==> config.mk <==
export PLATFORM = sky130hd
export DESIGN_NAME = dma_register_counter_core
export DESIGN_NICKNAME = d
export VERILOG_FILES = /design/src/logic/dma_pkg.sv /design/src/logic/dma_pair_buffer.sv /design/src/logic/dma_register_counter_core.sv
export SDC_FILE = /design/constraint.sdc
export NUM_CORES = 1
export LEC_CHECK = 0
export ABC_AREA = 1
export BUFFER_PORTS_ARGS = -buffer_cell sky130_fd_sc_hd__buf_2
export CAP_MARGIN = 25
export CELL_PAD_IN_SITES_DETAIL_PLACEMENT = 1
export CELL_PAD_IN_SITES_GLOBAL_PLACEMENT = 1
export CORE_AREA = 3 3 187 189
export CTS_BUF_LIST = sky130_fd_sc_hd__clkbuf_4 sky130_fd_sc_hd__clkbuf_8 sky130_fd_sc_hd__clkbuf_16
export DETAILED_ROUTE_END_ITERATION = 8
export DIE_AREA = 0 0 190 192
export HOLD_SLACK_MARGIN = 0.05
export PLACE_DENSITY_LB_ADDON = 0.1
export SYNTH_ARGS = -nofsm -noshare
export SYNTH_HDL_FRONTEND = slang
export SYNTH_SLANG_ARGS = --single-unit
==> constraint.sdc <==
create_clock -name clk -period 3.69 [get_ports clk]
set_clock_uncertainty 0.2 [all_clocks]
set_input_delay 0.369 -clock clk [delete_from_list [all_inputs] [get_ports clk]]
set_output_delay 0.369 -clock clk [all_outputs]
set_load 0.01 [all_outputs]
==> src/logic/dma_pkg.sv <==
// Constants, encodings and types shared by the DMA register and counter core
package dma_pkg;
  localparam int BYTE_W      = 8;
  localparam int ADDR_W      = 16;
  localparam int SYNC_STAGES = 3;
  localparam int RD_REGS     = 7;

  // Base byte layout: group code, pointer bits, one control bit
  localparam int GRP_LSB  = 0;
  localparam int GRP_W    = 3;
  localparam int PTR_LSB  = 3;
  localparam int PTR_W    = 4;
  localparam int CTRL_BIT = 7;
  localparam int CMD_LSB  = 4;
  localparam int CMD_W    = 4;

  // Group codes
  localparam logic [2:0] GRP_PORT_A_AND_LENGTH = 3'h0;
  localparam logic [2:0] GRP_PORT_A_CFG        = 3'h1;
  localparam logic [2:0] GRP_PORT_B_CFG        = 3'h2;
  localparam logic [2:0] GRP_MODE              = 3'h3;
  localparam logic [2:0] GRP_PORT_B_AND_PULSE  = 3'h4;
  localparam logic [2:0] GRP_PULSE_CTRL        = 3'h5;
  localparam logic [2:0] GRP_COMMAND_AND_MASK  = 3'h6;

  // Port config byte fields
  localparam int CFG_STEP_LSB = 0;
  localparam int CFG_VAR2_BIT = 2;

  // Mode byte fields
  localparam int MB_MODE_LSB   = 0;
  localparam int MB_CLASS_LSB  = 2;
  localparam int MB_STOP_MATCH = 4;
  localparam int MB_STOP_END   = 5;
  localparam int MB_AUTO       = 6;
  localparam int MB_RDY_HIGH   = 7;

  // Status byte fields
  localparam int STS_OWNED   = 0;
  localparam int STS_READY   = 1;
  localparam int STS_END     = 2;
  localparam int STS_MATCH   = 3;
  localparam int STS_ENABLED = 4;

  // Reset values
  localparam logic [7:0] RST_PORT_CFG = 8'h01;
  localparam logic [7:0] RST_MODE     = 8'ha1;
  localparam logic [6:0] RST_RD_MASK  = 7'h7f;
  localparam logic [2:0] SYNC_RST     = 3'b011;

  localparam logic [1:0] STEP_DEC = 2'h0;
  localparam logic [1:0] STEP_INC = 2'h1;
  localparam logic [1:0] STEP_FIX = 2'h2;

  typedef enum logic [1:0] {
    MODE_BYTE  = 2'h0,
    MODE_BURST = 2'h1,
    MODE_CONT  = 2'h2
  } xfer_mode_t;

  typedef enum logic [1:0] {
    CLS_TRANSFER = 2'h0,
    CLS_SEARCH   = 2'h1,
    CLS_SIMUL    = 2'h2
  } op_class_t;

  typedef enum logic [3:0] {
    CMD_NONE        = 4'h0,
    CMD_LOAD        = 4'h1,
    CMD_ENABLE      = 4'h2,
    CMD_DISABLE     = 4'h3,
    CMD_FORCE_READY = 4'h4,
    CMD_CONTINUE    = 4'h5,
    CMD_INIT_READ   = 4'h6,
    CMD_READ_STATUS = 4'h7
  } cmd_t;

  typedef enum logic [2:0] {
    S_IDLE       = 3'h0,
    S_WAIT_GRANT = 3'h1,
    S_SETUP      = 3'h2,
    S_READ       = 3'h3,
    S_WRITE      = 3'h4
  } state_t;
endpackage

==> src/logic/dma_pair_buffer.sv <==
// Small FIFO holding read bytes until their write cycle
`timescale 1ns/1ps
module dma_pair_buffer #(
  parameter int WIDTH = 9,
  parameter int DEPTH = 2
) (
  // Clock and reset
  input  wire logic             clk,
  input  wire logic             rst_n,
  input  wire logic             flush,
  // Fill side
  input  wire logic             in_valid,
  input  wire logic [WIDTH-1:0] in_data,
  output logic                  in_ready,
  // Drain side
  output logic                  out_valid,
  output logic      [WIDTH-1:0] out_data,
  input  wire logic             out_ready
);
  localparam int PW = $clog2(DEPTH);

  logic [WIDTH-1:0] mem [DEPTH];
  logic [PW-1:0]    wr_ptr;
  logic [PW-1:0]    rd_ptr;
  logic [PW:0]      count;
  logic             push;
  logic             pop;

  assign in_ready  = (count != (PW+1)'(DEPTH));
  assign out_valid = (count != '0);
  assign out_data  = mem[rd_ptr];
  assign push      = in_valid && in_ready;
  assign pop       = out_valid && out_ready;

  always_ff @(posedge clk or negedge rst_n) begin
    if (!rst_n) begin
      wr_ptr <= '0;
      rd_ptr <= '0;
      count  <= '0;
    end else if (flush) begin
      wr_ptr <= '0;
      rd_ptr <= '0;
      count  <= '0;
    end else begin
      if (push) begin
        wr_ptr <= (wr_ptr == PW'(DEPTH-1)) ? '0 : wr_ptr + PW'(1);
      end
      if (pop) begin
        rd_ptr <= (rd_ptr == PW'(DEPTH-1)) ? '0 : rd_ptr + PW'(1);
      end
      count <= count + (PW+1)'(push) - (PW+1)'(pop);
    end
  end

  always_ff @(posedge clk) begin
    if (push) begin
      mem[wr_ptr] <= in_data;
    end
  end
endmodule

==> src/logic/dma_register_counter_core.sv <==
// Register file, counters and transfer sequencer of a two-port DMA channel
`timescale 1ns/1ps
module dma_register_counter_core
  import dma_pkg::*;
(
  // Clock and reset
  input  wire logic              clk,
  input  wire logic              rst_n,
  // Host byte port
  input  wire logic              host_wr_valid,
  input  wire logic [BYTE_W-1:0] host_wr_data,
  input  wire logic              host_rd_req,
  output logic      [BYTE_W-1:0] host_rd_data,
  output logic                   host_rd_valid,
  // Pins
  input  wire logic              rdy_in,
  input  wire logic              bus_request_line_n_in,
  output logic                   bus_request_line_n_out,
  output logic                   bus_request_line_n_oe,
  input  wire logic              bus_grant_line_n_in,
  output logic                   interrupt_or_pulse_output_n_out,
  output logic                   interrupt_or_pulse_output_n_oe,
  // Transfer cycle port
  output logic                   cyc_valid,
  output logic                   cyc_write,
  output logic      [ADDR_W-1:0] cyc_addr,
  output logic      [BYTE_W-1:0] cyc_wdata,
  input  wire logic              cyc_done,
  input  wire logic [BYTE_W-1:0] cyc_rdata,
  // Status
  output logic                   enabled,
  output logic                   end_found,
  output logic                   match_found
);
  // Write registers
  logic [ADDR_W-1:0] start_a;
  logic [ADDR_W-1:0] start_b;
  logic [ADDR_W-1:0] length;
  logic              a_is_source;
  logic [7:0]        cfg_a;
  logic [7:0]        cfg_b;
  logic [7:0]        mode_byte;
  logic [7:0]        match_byte;
  logic [7:0]        match_mask;
  logic [7:0]        pulse_offset;
  logic              pulse_en;
  logic [6:0]        rd_mask;
  logic [PTR_W-1:0]  pend;
  logic [GRP_W-1:0]  pend_grp;
  // Counters and engine
  logic [ADDR_W-1:0] addr_a;
  logic [ADDR_W-1:0] addr_b;
  logic [ADDR_W-1:0] byte_cnt;
  state_t            state;
  state_t            next_state;
  logic              force_ready;
  logic              byte_done;
  logic              match_armed;
  logic              extra_pend;
  logic [2:0]        rd_ptr;
  logic              status_once;
  logic              pulse;
  // Synchronised pins
  logic [2:0]        pin_raw;
  logic [2:0]        pin_f;

  assign pin_raw = {rdy_in, bus_request_line_n_in, bus_grant_line_n_in};

  for (genvar g = 0; g < 3; g++) begin : g_sync
    logic [SYNC_STAGES-1:0] sh;
    always_ff @(posedge clk or negedge rst_n) begin
      if (!rst_n) begin
        sh       <= {SYNC_STAGES{SYNC_RST[g]}};
        pin_f[g] <= SYNC_RST[g];
      end else begin
        sh <= {sh[SYNC_STAGES-2:0], pin_raw[g]};
        if (sh[1] == sh[2]) begin
          pin_f[g] <= sh[2];
        end
      end
    end
  end

  // Decoded fields
  xfer_mode_t        xmode;
  op_class_t         cls;
  logic              is_xfer;
  logic              bus_req;
  logic              owned;
  logic              other_req;
  logic              ready_act;
  logic              base_wr;
  logic              data_wr;
  logic [1:0]        ptr_idx;
  cmd_t              cmd;
  logic              rd_done;
  logic              wr_done;
  logic              rd_hit;
  logic              at_end;
  logic              src_var2;
  logic              end_evt;
  logic              match_evt;
  logic              match_early;
  logic              finish;
  logic              restart;
  logic              go_write;
  logic              count_step;
  logic [ADDR_W-1:0] src_cnt;
  logic [ADDR_W-1:0] dst_cnt;
  logic              buf_in_ready;
  logic              buf_out_valid;
  logic [BYTE_W:0]   buf_out;
  logic [BYTE_W-1:0] status_byte;

  assign xmode     = xfer_mode_t'(mode_byte[MB_MODE_LSB +: 2]);
  assign cls       = op_class_t'(mode_byte[MB_CLASS_LSB +: 2]);
  assign is_xfer   = (cls == CLS_TRANSFER);
  assign bus_req   = (state != S_IDLE);
  assign owned     = bus_req && !pin_f[0];
  assign other_req = !pin_f[1] && !bus_req;
  assign ready_act = (pin_f[2] == mode_byte[MB_RDY_HIGH]) || force_ready;
  assign base_wr   = host_wr_valid && (pend == '0);
  assign data_wr   = host_wr_valid && (pend != '0);
  assign cmd       = (base_wr && host_wr_data[GRP_LSB +: GRP_W] ==
                      GRP_COMMAND_AND_MASK) ?
                     cmd_t'(host_wr_data[CMD_LSB +: CMD_W]) : CMD_NONE;
  assign rd_done   = (state == S_READ) && cyc_done;
  assign wr_done   = (state == S_WRITE) && cyc_done;
  assign rd_hit    = ((cyc_rdata ^ match_byte) & ~match_mask) == '0;
  assign at_end    = (byte_cnt == length);
  assign src_var2  = a_is_source ? cfg_a[CFG_VAR2_BIT] : cfg_b[CFG_VAR2_BIT];
  assign src_cnt   = a_is_source ? addr_a : addr_b;
  assign dst_cnt   = a_is_source ? addr_b : addr_a;
  assign go_write  = is_xfer && !buf_in_ready;

  // Lowest set pointer bit picks the register written next
  always_comb begin
    ptr_idx = '0;
    for (int i = PTR_W - 1; i >= 0; i--) begin
      if (pend[i]) begin
        ptr_idx = 2'(i);
      end
    end
  end

  // Stop decisions
  always_comb begin
    end_evt   = 1'b0;
    match_evt = 1'b0;
    if (is_xfer) begin
      end_evt   = wr_done && at_end && mode_byte[MB_STOP_END];
      match_evt = wr_done && buf_out[BYTE_W] &&
                  mode_byte[MB_STOP_MATCH];
    end else begin
      end_evt   = rd_done && (extra_pend ||
                  (at_end && mode_byte[MB_STOP_END] &&
                   !(cls == CLS_SIMUL && src_var2 && ready_act)));
      match_evt = rd_done && match_armed;
    end
  end

  assign match_early = (state == S_SETUP) && match_armed && !is_xfer &&
                       (xmode != MODE_BYTE) && !ready_act;
  assign finish      = end_evt || match_evt || match_early;
  assign restart     = end_evt && mode_byte[MB_AUTO];
  assign count_step  = (is_xfer ? wr_done : rd_done) &&
                       !(at_end && mode_byte[MB_STOP_END]);

  dma_pair_buffer #(
    .WIDTH (BYTE_W + 1),
    .DEPTH (2)
  ) u_buf (
    .clk       (clk),
    .rst_n     (rst_n),
    .flush     (finish || cmd == CMD_LOAD),
    .in_valid  (rd_done && is_xfer),
    .in_data   ({rd_hit, cyc_rdata}),
    .in_ready  (buf_in_ready),
    .out_valid (buf_out_valid),
    .out_data  (buf_out),
    .out_ready (wr_done)
  );

  function automatic logic [ADDR_W-1:0] step(input logic [ADDR_W-1:0] a,
                                             input logic [1:0] m);
    case (m)
      STEP_INC: step = a + ADDR_W'(1);
      STEP_DEC: step = a - ADDR_W'(1);
      default:  step = a;
    endcase
  endfunction

  // Next enabled read register after cur, wrapping round
  function automatic logic [2:0] next_sel(input logic [2:0] cur,
                                          input logic [6:0] m);
    logic [2:0] r;
    logic [2:0] c;
    r = cur;
    c = cur;
    for (int i = RD_REGS; i >= 1; i--) begin
      c = 3'((int'(cur) + i) % RD_REGS);
      if (m[c]) begin
        r = c;
      end
    end
    return r;
  endfunction

  // Grouped write registers
  always_ff @(posedge clk or negedge rst_n) begin
    if (!rst_n) begin
      start_a      <= '0;
      start_b      <= '0;
      length       <= '0;
      a_is_source  <= 1'b1;
      cfg_a        <= RST_PORT_CFG;
      cfg_b        <= RST_PORT_CFG;
      mode_byte    <= RST_MODE;
      match_byte   <= '0;
      match_mask   <= '0;
      pulse_offset <= '0;
      pulse_en     <= 1'b0;
      rd_mask      <= RST_RD_MASK;
      pend         <= '0;
      pend_grp     <= '0;
    end else if (base_wr) begin
      pend_grp <= host_wr_data[GRP_LSB +: GRP_W];
      pend     <= host_wr_data[PTR_LSB +: PTR_W];
      case (host_wr_data[GRP_LSB +: GRP_W])
        GRP_PORT_A_AND_LENGTH: a_is_source <= host_wr_data[CTRL_BIT];
        GRP_PULSE_CTRL:        pulse_en    <= host_wr_data[CTRL_BIT];
        GRP_COMMAND_AND_MASK:  pend <= {3'h0, host_wr_data[PTR_LSB]};
        default: ;
      endcase
    end else if (data_wr) begin
      pend[ptr_idx] <= 1'b0;
      case (pend_grp)
        GRP_PORT_A_AND_LENGTH: begin
          case (ptr_idx)
            2'h0:    start_a[7:0]  <= host_wr_data;
            2'h1:    start_a[15:8] <= host_wr_data;
            2'h2:    length[7:0]   <= host_wr_data;
            default: length[15:8]  <= host_wr_data;
          endcase
        end
        GRP_PORT_A_CFG: cfg_a <= host_wr_data;
        GRP_PORT_B_CFG: cfg_b <= host_wr_data;
        GRP_MODE: begin
          case (ptr_idx)
            2'h0:    mode_byte  <= host_wr_data;
            2'h1:    match_byte <= host_wr_data;
            default: match_mask <= host_wr_data;
          endcase
        end
        GRP_PORT_B_AND_PULSE: begin
          case (ptr_idx)
            2'h0:    start_b[7:0]  <= host_wr_data;
            2'h1:    start_b[15:8] <= host_wr_data;
            default: pulse_offset  <= host_wr_data;
          endcase
        end
        GRP_COMMAND_AND_MASK: rd_mask <= host_wr_data[6:0];
        default: ;
      endcase
    end
  end

  // Counters: address counters loaded only from start registers, byte counter cleared; never written by host
  always_ff @(posedge clk or negedge rst_n) begin
    if (!rst_n) begin
      addr_a   <= '0;
      addr_b   <= '0;
      byte_cnt <= '0;
    end else if (cmd == CMD_LOAD || restart) begin
      addr_a   <= start_a;
      addr_b   <= start_b;
      byte_cnt <= '0;
    end else if (cmd == CMD_CONTINUE) begin
      byte_cnt <= '0;
    end else begin
      if (rd_done) begin
        if (a_is_source) begin
          addr_a <= step(addr_a, cfg_a[CFG_STEP_LSB +: 2]);
        end else begin
          addr_b <= step(addr_b, cfg_b[CFG_STEP_LSB +: 2]);
        end
      end
      if (wr_done) begin
        if (a_is_source) begin
          addr_b <= step(addr_b, cfg_b[CFG_STEP_LSB +: 2]);
        end else begin
          addr_a <= step(addr_a, cfg_a[CFG_STEP_LSB +: 2]);
        end
      end
      if (count_step) begin
        byte_cnt <= byte_cnt + ADDR_W'(1);
      end
    end
  end

  // Sequencer
  always_comb begin
    next_state = state;
    case (state)
      S_IDLE: begin
        if (enabled && ready_act && !other_req) begin
          next_state = S_WAIT_GRANT;
        end
      end
      S_WAIT_GRANT: begin
        if (!enabled) begin
          next_state = S_IDLE;
        end else if (owned) begin
          next_state = S_SETUP;
        end
      end
      S_SETUP: begin
        if (!enabled || match_early) begin
          next_state = S_IDLE;
        end else if (xmode == MODE_BYTE && byte_done) begin
          next_state = S_IDLE;
        end else if (!ready_act) begin
          next_state = (xmode == MODE_CONT) ? S_SETUP : S_IDLE;
        end else begin
          next_state = go_write ? S_WRITE : S_READ;
        end
      end
      S_READ, S_WRITE: begin
        if (cyc_done) begin
          next_state = (finish && !restart) ? S_IDLE : S_SETUP;
        end
      end
      default: next_state = S_IDLE;
    endcase
  end

  always_ff @(posedge clk or negedge rst_n) begin
    if (!rst_n) begin
      state <= S_IDLE;
    end else begin
      state <= next_state;
    end
  end

  // Cycle address and data latched before each bus cycle
  always_ff @(posedge clk or negedge rst_n) begin
    if (!rst_n) begin
      cyc_write <= 1'b0;
      cyc_addr  <= '0;
      cyc_wdata <= '0;
    end else if (state == S_SETUP) begin
      cyc_write <= go_write;
      cyc_addr  <= go_write ? dst_cnt : src_cnt;
      cyc_wdata <= buf_out[BYTE_W-1:0];
    end
  end

  assign cyc_valid = (state == S_READ) || (state == S_WRITE);

  // Engine flags; a clear in the same cycle as a set wins, except for force_ready, end_found and match_found
  always_ff @(posedge clk or negedge rst_n) begin
    if (!rst_n) begin
      enabled     <= 1'b0;
      force_ready <= 1'b0;
      end_found   <= 1'b0;
      match_found <= 1'b0;
      byte_done   <= 1'b0;
      match_armed <= 1'b0;
      extra_pend  <= 1'b0;
    end else begin
      if (cmd == CMD_ENABLE) begin
        enabled <= 1'b1;
      end
      if (cmd == CMD_DISABLE || (finish && !restart)) begin
        enabled <= 1'b0;
      end
      if (cmd == CMD_FORCE_READY) begin
        force_ready <= 1'b1;
      end else if (cmd == CMD_DISABLE) begin
        force_ready <= 1'b0;
      end
      if (cmd == CMD_LOAD || cmd == CMD_ENABLE) begin
        end_found   <= 1'b0;
        match_found <= 1'b0;
      end
      if (end_evt) begin
        end_found <= 1'b1;
      end
      if (match_evt || match_early) begin
        match_found <= 1'b1;
      end
      if (state == S_WAIT_GRANT) begin
        byte_done <= 1'b0;
      end else if (is_xfer ? wr_done : rd_done) begin
        byte_done <= 1'b1;
      end
      if (finish || cmd == CMD_LOAD) begin
        match_armed <= 1'b0;
        extra_pend  <= 1'b0;
      end else if (rd_done && !is_xfer) begin
        if (rd_hit && mode_byte[MB_STOP_MATCH]) begin
          match_armed <= 1'b1;
        end
        if (at_end && mode_byte[MB_STOP_END] && cls == CLS_SIMUL &&
            src_var2 && ready_act) begin
          extra_pend <= 1'b1;
        end
      end
    end
  end

  // Periodic pulse on byte counter low byte
  always_ff @(posedge clk or negedge rst_n) begin
    if (!rst_n) begin
      pulse <= 1'b0;
    end else begin
      pulse <= owned && pulse_en && count_step &&
               (byte_cnt[7:0] + 8'h01 == pulse_offset);
    end
  end

  assign interrupt_or_pulse_output_n_out = 1'b0;
  assign interrupt_or_pulse_output_n_oe  = pulse;
  assign bus_request_line_n_out          = 1'b0;
  assign bus_request_line_n_oe           = bus_req;

  assign status_byte = {3'h0, enabled, match_found, end_found, ready_act,
                        owned};

  // Host reads: masked sequence, or status alone after its command
  always_ff @(posedge clk or negedge rst_n) begin
    if (!rst_n) begin
      rd_ptr        <= '0;
      status_once   <= 1'b0;
      host_rd_data  <= '0;
      host_rd_valid <= 1'b0;
    end else begin
      host_rd_valid <= host_rd_req;
      if (cmd == CMD_INIT_READ) begin
        rd_ptr <= next_sel(3'(RD_REGS - 1), rd_mask);
      end
      if (cmd == CMD_READ_STATUS) begin
        status_once <= 1'b1;
      end
      if (host_rd_req) begin
        if (status_once) begin
          host_rd_data <= status_byte;
          status_once  <= 1'b0;
        end else begin
          rd_ptr <= next_sel(rd_ptr, rd_mask);
          case (rd_ptr)
            3'h0:    host_rd_data <= status_byte;
            3'h1:    host_rd_data <= byte_cnt[7:0];
            3'h2:    host_rd_data <= byte_cnt[15:8];
            3'h3:    host_rd_data <= addr_a[7:0];
            3'h4:    host_rd_data <= addr_a[15:8];
            3'h5:    host_rd_data <= addr_b[7:0];
            default: host_rd_data <= addr_b[15:8];
          endcase
        end
      end
    end
  end
endmodule

==> metrics.md, run 1 <==
| Metric | Value |
|---|---|
| Status | `finished, final reports clean` |
| Flop pwr share | `0.230` |
| CP peak stage delay | `430 ps` |
| Total Routing Usage GR | `0.2619` |
| Max IR drop VDD | `0.0005486 V` |
| Clk slew on worst S/H paths | `60 ps` |
| Share of layout cells above drive strength 1 | `0.1532` |
| Starting density of the core | `0.4192` |
| DRT Pass-1 Iters | `5` |
| Worst rel slew slack | `0.4241` |
| Arrival time worst endpoint | `3960 ps` |
| TritonCTS clock tree | `yes` |
| Number of fill cells | `4119` |
| Synthesized instance count | `1795` |
| Core box area | `33450 um^2` |
| 1st-iter DRT viols | `787` |
| FMAX | `272.8 MHz` |
| WP buf/inv | `5` |
| Worst setup endpoint | `rd_ptr[1]$_DFFE_PN0P_` |
| Vias in the first global route | `13400` |
| Final hold vios | `0` |
| Worst reg2reg path startpoint | `rd_ptr[1]$_DFFE_PN0P_` |
| DR vias/cell | `5.486` |
| Yosys warns | `0` |
| Sink Count | `233` |
| Sw Ratio | `0.4993` |
| Min Tclk post-route | `3666 ps` |
| Syn avg cell area | `7.812 um^2` |
| Internal Pwr Total | `9595 uW` |
| Final wirelength | `47.82 mm` |
| FP Rows | `67` |
| Maximum number of pins on one net before global-route repair | `87` |
| Worst Hold Class | `flop to flop` |
| Synth async-reset ratio | `0.9227` |
| Area grow syn2layout | `17.42%` |
| Library cells used by synthesis | `69` |
| Largest fanout on the critical path | `5` |
| Post-DP HPWL | `34.67 mm` |
| Worst-case clock buffer depth | `3` |
| Final Max Tran Viols | `0` |
| Clock power share | `0.145` |
| Worst Path Class, Setup | `flop to flop` |
| Antenna violations before repair | `0` |
| CP dominant cell by count | `nand2_1` |
| # nets final | `1990` |
| CTS buffer count | `28` |
| P_sw | `9569 uW` |
| Post-synthesis sequential area ratio | `0.4241` |
| Total grt overflow | `0` |
| R2R depth | `25` |
| Setup_tns | `0 ps` |
| Critical path depth | `25` |
| Power density over cell area | `1164 nW/um^2` |
| Worst-Margin Slew | `862.9 ps` |
| Antenna Nets Post-Route | `0` |
| R2r setup slk | `20 ps` |
| Vias after detailed routing | `13020` |
| CTS Root Cell | `clkbuf_16` |
| WL per Instance | `20.15 um` |
| Post-route clock period utilization | `0.9935` |
| Yosys reg bits | `233` |
| Endpoints failing setup | `0` |
| Synthesized area | `14020 um^2` |
| Die area | `36480 um^2` |
| Post-synth EDFFs | `18` |
| Num ports | `66` |
| Crit path from | `rd_ptr[1]$_DFFE_PN0P_` |
| First-pass GRT wire length | `75.29 mm` |
| Setup crit start kind | `flop` |
| DIE WIDTH | `190 um` |
| CTS H-tree lvls | `1` |
| Die Y | `192 um` |
| Hold depth | `0` |
| Leak Pwr | `0.007790 uW` |
| Layout Cells excl Fill | `2373` |
| Worst EP required | `3980 ps` |
| Antenna cells | `0` |
| RR Endpoint | `rd_ptr[1]$_DFFE_PN0P_` |
| Ys flop type | `dfrtp_1` |
| DRC viols | `0` |
| GP Congestion | `0.8607` |
| IO Port Bufs | `63` |
| Crit-path leading delay family | `adder cells` |
| Cells after DPL | `2289` |
| CP max stage cell | `dfrtp_1` |
| Max-cap viol count | `0` |
| Crit path capture type | `flop` |
| Clk_lat worst skew | `550 ps` |
| Combinational share of power | `0.625` |
## cell usage after synthesis, types with 3 or more instances
cell,number,area share
xor2_1,34,0.021
edfxtp_1,18,0.039
nand3_1,89,0.032
buf_2,11,0.0039
nand2_4,4,0.0032
nand2_2,11,0.0049
xnor2_1,23,0.014
o21bai_1,3,0.0016
nor2_2,4,0.0018
inv_2,14,0.0037
maj3_1,3,0.0021
o21ai_0,194,0.069
o21ai_2,4,0.0025
buf_4,6,0.0032
o211ai_1,33,0.018
o31ai_1,15,0.0080
nand3_2,6,0.0043
nand2_1,461,0.12
nor4_1,7,0.0031
nor2_1,122,0.033
clkbuf_1,34,0.0091
nand4_1,16,0.0071
dfrtp_1,194,0.35
o22ai_1,14,0.0062
inv_1,183,0.049
nor3_1,29,0.010
ha_1,61,0.054
dfstp_2,21,0.039
o2111ai_1,9,0.0056
o21ai_1,10,0.0036
o21a_1,9,0.0048
o221ai_1,6,0.0037
a21oi_1,98,0.035
clkinv_1,4,0.0011
## stage by stage
step,total power [uW],utilization,cell area [um^2],worst slack (ps),hold WS [ps]
after floorplan,12100,-,14030,43.73,-126.6
after global routing,20930,0.4922,16460,-161.8,162.8
after CTS,18230,0.4821,16130,2.065,136.3
after global placement,14880,0.4473,14960,106.7,134.3
after detailed placement,15250,0.4473,14960,-58.15,140.4
final,19160,0.4922,16460,23.88,148.7
## what timing repair did
action | CTS | global route
gates cloned | 0 | 0
hold endpoints to repair | 99 | 0
hold buffers | 20 | 0
endpoints found under the setup margin | 3 | 4
gates resized for setup | 5 | 71
setup buffers | 0 | 11
pin swaps | 0 | 21
## flip-flops by register name (all words and copies together), names as in the netlist, 2 cells and up
register      count
addr_a           16
addr_b           16
byte_cnt         16
cfg_a             3
cfg_b             3
cyc_addr         16
cyc_wdata         8
g_sync.sh         9
host_rd_data      8
length           16
match_byte        8
match_mask        8
mode_byte         8
pend              4
pend_grp          3
pin_f             3
pulse_offset      8
rd_mask           7
rd_ptr            3
start_a          16
start_b          16
state             3
u_buf.count       2
u_buf.mem        18
## layer usage
metal / up-vias / part of all wire / GRT usage
met1: 6486 / 0.47 / 0.3684
met3: 68 / 0.032 / 0.02281
met5: - / 0 / 0
met2: 252 / 0.47 / 0.4398
met4: 0 / 0.023 / 0.06198
li1: 6213 / - / -
## power by group through the flow
stage | Combinational, uW | Sequential (uW) | Clock (uW)
5_1_grt | 13500 | 4520 | 2940
3_5_place_dp | 10800 | 4410 | 0
6_report | 12000 | 4410 | 2780
4_1_cts | 11000 | 4380 | 2840
3_3_place_gp | 10500 | 4390 | 0
2_1_floorplan | 7890 | 4200 | 0
## cell usage in the layout, fill, tap and decap left out, drive strengths merged, types with 5 or more instances in the layout
cell type	synthesis	final
nand2	476	476
o21ai	209	209
inv	197	197
dfrtp	194	194
nor2	128	128
buf	18	109
a21oi	99	99
nand3	95	95
ha	61	61
clkbuf	34	37
xor2	36	36
o211ai	34	34
nor3	31	31
xnor2	23	23
dfstp	21	21
dlygate4sd3	0	20
edfxtp	18	18
clkinv	4	17
nand4	16	16
o31ai	15	15
o22ai	14	14
o21a	9	9
o2111ai	9	9
nor4	8	8
o221ai	6	6
or2	5	5
## how the worst min path moves through the flow
stage          slack (ps)                       from                         to
2_1_floorplan        -130                      rst_n      addr_a[0]$_DFFE_PN0P_
3_3_place_gp          130  g_sync[2].sh[0]$_DFF_PN0_  g_sync[2].sh[1]$_DFF_PN0_
3_5_place_dp          140  g_sync[2].sh[0]$_DFF_PN0_  g_sync[2].sh[1]$_DFF_PN0_
4_1_cts               140            host_wr_data[7]      status_once$_DFF_PN0_
5_1_grt               160  g_sync[1].sh[0]$_DFF_PN1_  g_sync[1].sh[1]$_DFF_PN1_
6_report              150  g_sync[2].sh[0]$_DFF_PN0_  g_sync[2].sh[1]$_DFF_PN0_
## logic make-up after synthesis
kind of cell             synth area share
other                           0.0002674
XOR/XNOR                          0.03792
flip-flops                         0.4241
adder cells (fa/ha/maj)           0.05943
buffers and inverters             0.07085
AO/OA/AOI/OAI                      0.1716
multiplexers                    0.0007139
AND/OR/NAND/NOR                    0.2351
## final cells by class
class | instances | area (um^2) | area share
multi-input combinational | 1310 | 7356 | 0.4468
timing repair buffer | 129 | 907.1 | 0.05510
sequential | 233 | 5949 | 0.3614
clock inverter | 15 | 136.4 | 0.008283
inverter | 201 | 762.0 | 0.04628
tap | 448 | 560.5 | 0.03405
clock buffer | 37 | 793.3 | 0.04818
Note: power is estimated with default switching activity, not from simulation.
==> run 2, diff against run 1 <==
- REMOVE_ABC_BUFFERS: default -> 1
==> run 2 against run 1 <==
  * Global-route usage is 0.36 points higher
  * Fmax is 3.8% higher
  * Wire length is 2.2% higher
  * Non-clock buffer count is 11 higher
  * Largest cell class unchanged
  * Worst setup slack better by 130 ps
  * First-iteration DRC count is 8.3% higher
  * Worst hold slack better by 1.5 ps
  * Combinational power hardly changed
  * Sequential share of layout area is 0.39 points lower
  * Final cell count is 0.46% higher
  * Sequential power hardly changed
==> metrics.md, run 2 (synthesis gave the netlist of run 1 again) <==
| Metric | Value |
|---|---|
| Status | `finished, final reports clean` |
| CTS Root Cell | `clkbuf_16` |
| GP Congestion | `0.8963 (+4.1%)` |
| DRC viols | `0 (unchanged)` |
| CP dominant cell by count | `nand2_1` |
| Register area | `5949 um^2 (unchanged)` |
| Leak Pwr | `0.007847 uW (+0.73%)` |
| # nets final | `2001 (+0.55%)` |
| Worst rel slew slack | `0.3646 (-0.05946)` |
| Worst Path Class, Setup | `flop to flop` |
| First-pass GRT wire length | `75.73 mm (+0.59%)` |
| Max-cap viol count | `0 (unchanged)` |
| Commonest non-fill, non-tap cell in the layout | `nand2_1` |
| Min Tclk post-route | `3533 ps (-133.5 ps)` |
| Crit path capture type | `flop` |
| Starting density of the core | `0.4192 (unchanged)` |
| Final wirelength | `48.85 mm (+2.2%)` |
| DIE WIDTH | `190 um (unchanged)` |
| Endpoints failing setup | `0 (unchanged)` |
| Num ports | `66 (unchanged)` |
| Antenna Nets Post-Route | `0 (unchanged)` |
| Clk slew on worst S/H paths | `60 ps (about the same)` |
| Arrival time worst endpoint | `3780 ps (-180 ps)` |
| Antenna violations before repair | `1 (+1)` |
| Post-DP HPWL | `35.58 mm (+2.6%)` |
| Worst-case clock buffer depth | `3 (unchanged)` |
| Total grt overflow | `0 (unchanged)` |
| Placed Area | `15000 um^2 (+0.25%)` |
| Vias after detailed routing | `13090 (+0.57%)` |
| RSZ-0062 raised after global routing | `true` |
| Vias in the first global route | `13340 (-0.45%)` |
| DR vias/cell | `5.492 (+0.10%)` |
| FMAX | `283.1 MHz (+3.8%)` |
| 1st-iter DRT viols | `852 (+8.3%)` |
| Worst EP required | `3940 ps (-40 ps)` |
| Worst reg2reg path startpoint | `rd_ptr[1]$_DFFE_PN0P_` |
| Sink Count | `233 (unchanged)` |
| FP Rows | `67 (unchanged)` |
| Worst Hold Class | `flop to flop` |
| Number of fill cells | `4096 (-0.56%)` |
| Largest reg by FF count | `u_buf.mem` |
| Final hold vios | `0 (unchanged)` |
| Max IR drop VDD | `0.0005933 V (+8.2%)` |
| Post-layout power | `19590 uW (+2.2%)` |
| Post-route cell area | `16640 um^2 (+1.1%)` |
| DRT Pass-1 Iters | `7 (+2)` |
| Largest register FFs | `18 (unchanged)` |
| Share of layout cells above drive strength 1 | `0.1606 (+0.007394)` |
| Maximum number of pins on one net before global-route repair | `112 (+29%)` |
| Power density over cell area | `1177 nW/um^2 (+1.1%)` |
| CTS H-tree lvls | `1 (unchanged)` |
| Post-route clock period utilization | `0.9573 (-0.03619)` |
| IO Port Bufs | `63 (unchanged)` |
| Area grow syn2layout | `18.70%` |
| CP max stage cell | `dfrtp_2` |
| Die area | `36480 um^2 (unchanged)` |
| Min setup slack post-route | `157.4 ps (+133.5 ps)` |
| Total Routing Usage GR | `0.2654 (+0.003581)` |
| Cells after DPL | `2294 (+0.22%)` |
| HP Start | `g_sync[0].sh[0]$_DFF_PN1_` |
| Clk_lat worst skew | `570 ps (+20 ps)` |
| Die Y | `192 um (unchanged)` |
| TritonCTS clock tree | `yes` |
| CP peak stage delay | `450 ps (+20 ps)` |
| CP Cell Sequence | `inv_4 -> buf_6 -> ha_1 -> a21o_2 -> ha_1 -> o21bai_2 -> xor2_2 -> ha_2 -> nand2_2 -> nand2_1 -> nand2_1 -> nand2_1 -> nand2_1 -> nand2_1 -> nand2_2 -> nand2_2 -> nor2_1 -> nand2_1 -> nand2_1 -> nand2_1 -> nand2_1 -> nand2_1 -> nand2_1 -> nand2_1` |
| Crit path from | `rd_ptr[1]$_DFFE_PN0P_` |
| WL per Instance | `20.49 um (+1.7%)` |
| Setup crit start kind | `flop` |
| Final Max Tran Viols | `0 (unchanged)` |
| Antenna cells | `0 (unchanged)` |
| Core box area | `33450 um^2 (unchanged)` |
| Most frequent cells in the layout | `nand2_1, dfrtp_1, o21ai_0` |
| CTS buffer count | `28 (unchanged)` |
| Largest fanout on the critical path | `4 (-1)` |
| Worst-Margin Slew | `953.1 ps (+90.13 ps)` |
| Layout Cells excl Fill | `2384 (+0.46%)` |
| Fin Hold WS | `150.3 ps (+1.524 ps)` |
| Worst slack at placement | `-106.9 ps (-48.78 ps)` |
| Area of the multi-input gates | `7402 um^2 (+0.63%)` |
## run 2: changes by cell type in the layout (fill, tap and decap cells not counted), moves of 4 or more
| cell | before | now |
|---|---|---|
| nand2_1 | 445 | 449 |
| clkinv_2 | 8 | 4 |
| ha_1 | 46 | 42 |
| clkbuf_4 | 5 | 9 |
| buf_4 | 41 | 50 |
| ha_4 | 3 | 10 |
## run 2: path summary, 6_finish.rpt
| path | to | slack [ps] | cells after the start |
|---|---|---|---|
| worst max-delay path | rd_ptr[0]$_DFFE_PN0P_ | 160 | 24 |
| worst min-delay path | g_sync[0].sh[1]$_DFF_PN1_ | 150 | 0 |
| worst max register to register | rd_ptr[0]$_DFFE_PN0P_ | 160 | 24 |
| worst min register to register | g_sync[0].sh[1]$_DFF_PN1_ | 150 | 0 |
| max in group asynchronous | cyc_wdata[2]$_DFFE_PN0N_ | 2120 | 3 |
| min in group asynchronous | byte_cnt[7]$_DFFE_PN0P_ | 280 | 2 |
## run 2: metal layers
layer	wire length, um	global-route usage	share of wire
met1	22400	0.3612	0.46
met2	23030	0.4417	0.47
met3	2260	0.04198	0.046
met4	1160	0.07137	0.024
met5	0	0	0
## run 2: report_power, final
group          internal [uW]  leakage [uW]  switching [uW]
logic                   4590       0.00451            7650
registers               3550       0.00285             889
clock network           1760      0.000485            1150
## run 2: layout make-up
| class | instances | share of cell area |
|---|---|---|
| clock buffer | 41 | 0.04946 |
| clock inverter | 11 | 0.009021 |
| inverter | 201 | 0.04563 |
| multi-input combinational | 1310 | 0.4447 |
| sequential | 233 | 0.3574 |
| tap | 448 | 0.03368 |
| timing repair buffer | 140 | 0.06006 |
## run 2: what timing repair did
| action | CTS | global route |
|---|---|---|
| hold buffers | 21 | 0 |
| pin swaps | 1 | 26 |
| buffers inserted | 1 | 14 |
| endpoints found under the setup margin | 3 | 4 |
| gates resized for setup | 7 | 72 |
| endpoints found under the hold margin | 124 | 0 |
## run 2: worst max-delay path: cells and delay by family, from the launching register on
family | cells | cell delay, ps
buffers and inverters | 2 | 210
DFF | 1 | 450
adders and majority gates | 3 | 670
AOI/OAI and AO/OA | 2 | 480
xor gates and xnor gates | 1 | 190
and+or+nand+nor | 16 | 1230
## run 2: metrics by stage
stage                     setup TNS (ps)    util
after floorplan                   -165.2       -
after global placement                 0  0.4484
after detailed placement          -295.6  0.4484
after CTS                              0  0.4852
after global routing              -193.3  0.4976
final                                  0  0.4976
==> run 3, diff against run 2 <==
- clock period: 3.69 -> 2.85 ns (I/O delays scaled with it)
==> run 3 against run 2 <==
  * The run now ends with setup timing left
  * Worst setup slack got worse by 810 ps
  * Final cell count increased by 7.5%
  * Worst hold slack got worse by 82 ps
  * Cell area increased by 14%
  * Wire length increased by 13%
  * Die area unchanged
  * Register-to-register slack got worse by 810 ps
  * Clock-buffer cell count decreased by 4
  * Utilization increased by 7.2 points
  * Fmax increased by 0.86%
  * Flip-flop and latch count unchanged
  * Sequential share of layout area decreased by 4.5 points
  * Critical path type unchanged
==> metrics.md, run 3 (synthesis gave the netlist of run 1 again) <==
| Metric | Value |
|---|---|
| Total grt overflow | `0 (unchanged)` |
| Final Util | `0.5695 (+0.07190)` |
| Vias in the first global route | `14890 (+12%)` |
| FMAX | `285.5 MHz (+0.86%)` |
| FP Rows | `67 (unchanged)` |
| Min setup slack post-route | `-652.5 ps (-810.0 ps)` |
| Min Tclk post-route | `3503 ps (-30.04 ps)` |
| Worst Path Class, Setup | `flop to flop` |
| Area grow syn2layout | `35.85%` |
| Num ports | `66 (unchanged)` |
| Worst rel slew slack | `0.5098 (+0.1452)` |
| Worst-case clock buffer depth | `3 (unchanged)` |
| Max-cap viol count | `0 (unchanged)` |
| Worst-Margin Slew | `734.5 ps (-218.6 ps)` |
| Antenna violations before repair | `2 (+1)` |
| Status | `complete, but fails checks` |
| Post-route clock period utilization | `1.229 (+0.2716)` |
| Largest register FFs | `18 (unchanged)` |
| GP Congestion | `0.9191 (+2.5%)` |
| Worst EP required | `3140 ps (-800 ps)` |
| DR vias/cell | `5.534 (+0.76%)` |
| Antenna Nets Post-Route | `0 (unchanged)` |
| DRC viols | `0 (unchanged)` |
| Die area | `36480 um^2 (unchanged)` |
| Largest reg by FF count | `u_buf.mem` |
| Arrival time worst endpoint | `3790 ps (about the same)` |
| First-pass GRT wire length | `82.72 mm (+9.2%)` |
| Final wirelength | `55.37 mm (+13%)` |
| Setup crit start kind | `flop` |
| TritonCTS clock tree | `yes` |
| Maximum number of pins on one net before global-route repair | `51 (-54%)` |
| Commonest non-fill, non-tap cell in the layout | `nand2_1` |
| Starting density of the core | `0.4192 (unchanged)` |
| CTS H-tree lvls | `1 (unchanged)` |
| Total Routing Usage GR | `0.2890 (+0.02351)` |
| 1st-iter DRT viols | `787 (-7.6%)` |
| Clk slew on worst S/H paths | `70 ps (about the same)` |
| # nets final | `2181 (+9.0%)` |
| DIE WIDTH | `190 um (unchanged)` |
| WL per Instance | `21.61 um (+5.5%)` |
| Failing checks | `setup timing` |
| CTS Root Cell | `clkbuf_16` |
| Endpoints failing setup | `4 (+4)` |
| Worst Hold Class | `primary input to async pin` |
| CTS buffer count | `28 (unchanged)` |
| Final hold vios | `0 (unchanged)` |
| DRT Pass-1 Iters | `5 (-2)` |
| Largest fanout on the critical path | `8 (+4)` |
| Post-DP HPWL | `38.02 mm (+6.8%)` |
| Placed Area | `16120 um^2 (+7.5%)` |
| Die Y | `192 um (unchanged)` |
| Vias after detailed routing | `14180 (+8.3%)` |
| Clk_lat worst skew | `560 ps (about the same)` |
| Final Max Tran Viols | `0 (unchanged)` |
| Sink Count | `233 (unchanged)` |
| Share of layout cells above drive strength 1 | `0.2942 (+0.1336)` |
| IO Port Bufs | `63 (unchanged)` |
| Crit path capture type | `flop` |
| Antenna cells | `0 (unchanged)` |
| Most frequent cells in the layout | `nand2_1, buf_4, dfrtp_1` |
| Post-route cell area | `19050 um^2 (+14%)` |
| Core box area | `33450 um^2 (unchanged)` |
| RSZ-0062 raised after global routing | `true` |
| Number of fill cells | `3980 (-2.8%)` |
[run 3: changes by cell type in the layout (fill, tap and decap cells not counted), sizes merged]
cell and change:
buf +178, bufbuf +1, bufinv +1, clkbuf -3
clkinv +2, clkinvlp +1, inv -2
[run 3: worst max-delay path: stages (launching register included)]
cell,delay [ps]
dfrtp_1,430
clkinv_4,170
buf_6,160
ha_4,170
nand2_2,80
nand2_2,80
ha_4,170
inv_2,80
nand2_4,70
xor2_4,230
ha_4,210
nand3_4,130
buf_4,170
nand3_1,90
nand3_1,120
nand3_2,100
nand2_2,60
nand2_4,100
buf_4,110
nand3_1,60
nand2_1,80
nand2_2,50
nand2_1,60
nand2_1,60
nand2_1,70
nand2_1,50
nand2_1,60
[run 3: timing repair]
item | CTS | global route
setup buffers | 25 | 33
hold buffers | 21 | 0
hold endpoints to repair | 235 | 0
cloned | 1 | 0
resized for setup | 116 | 173
pin swaps | 50 | 105
setup endpoints to repair | 17 | 52
[run 3: layer usage]
metal / wire [um] / track usage
met1: 23750 / 0.3763
met2: 27030 / 0.4943
met3: 2652 / 0.04198
met4: 1924 / 0.09724
met5: 13 / 0
[run 3: per-stage QoR]
step                      cells  setup TNS (ps)  worst slack [ps]  hold WS (ps)
after floorplan            1744           -3527            -896.3        -210.6
after global placement     2433           -2607            -691.2         40.70
after detailed placement   2433           -3757            -824.4         42.58
after CTS                  2529           -1595            -535.8         57.91
after global routing       2562           -3301            -834.5         105.7
final                      2562           -1968            -652.5         68.29
[run 3: final timing paths]
check / from / endpoint / slack (ps) / cells past startpoint
min in group clk: host_wr_data[7] / status_once$_DFF_PN0_ / 90 / 4
max in group asynchronous: rst_n / cfg_b[0]$_DFFE_PN1P_ / 1600 / 3
setup / recovery: rd_ptr[2]$_DFFE_PN0P_ / rd_ptr[2]$_DFFE_PN0P_ / -650 / 26
setup reg to reg: rd_ptr[2]$_DFFE_PN0P_ / rd_ptr[2]$_DFFE_PN0P_ / -650 / 26
hold / removal: rst_n / host_rd_valid$_DFF_PN0_ / 70 / 2
hold reg to reg: g_sync[2].sh[0]$_DFF_PN0_ / g_sync[2].sh[1]$_DFF_PN0_ / 160 / 0
[run 3: final cells by class]
class                   instances  area, um^2  share of cell area
clock inverters                13       191.4             0.01005
well taps                     448       560.5             0.02943
repair buffers                320        2489              0.1306
multi-input cells            1310        8293              0.4353
clock buffers                  37       793.3             0.04164
inverters                     201       773.2             0.04059
flip-flops and latches        233        5949              0.3123
Power of run 3 is left out: the tool's default activity adds up to more than one toggle a clock period on the data nets, which glitch-free logic cannot reach.
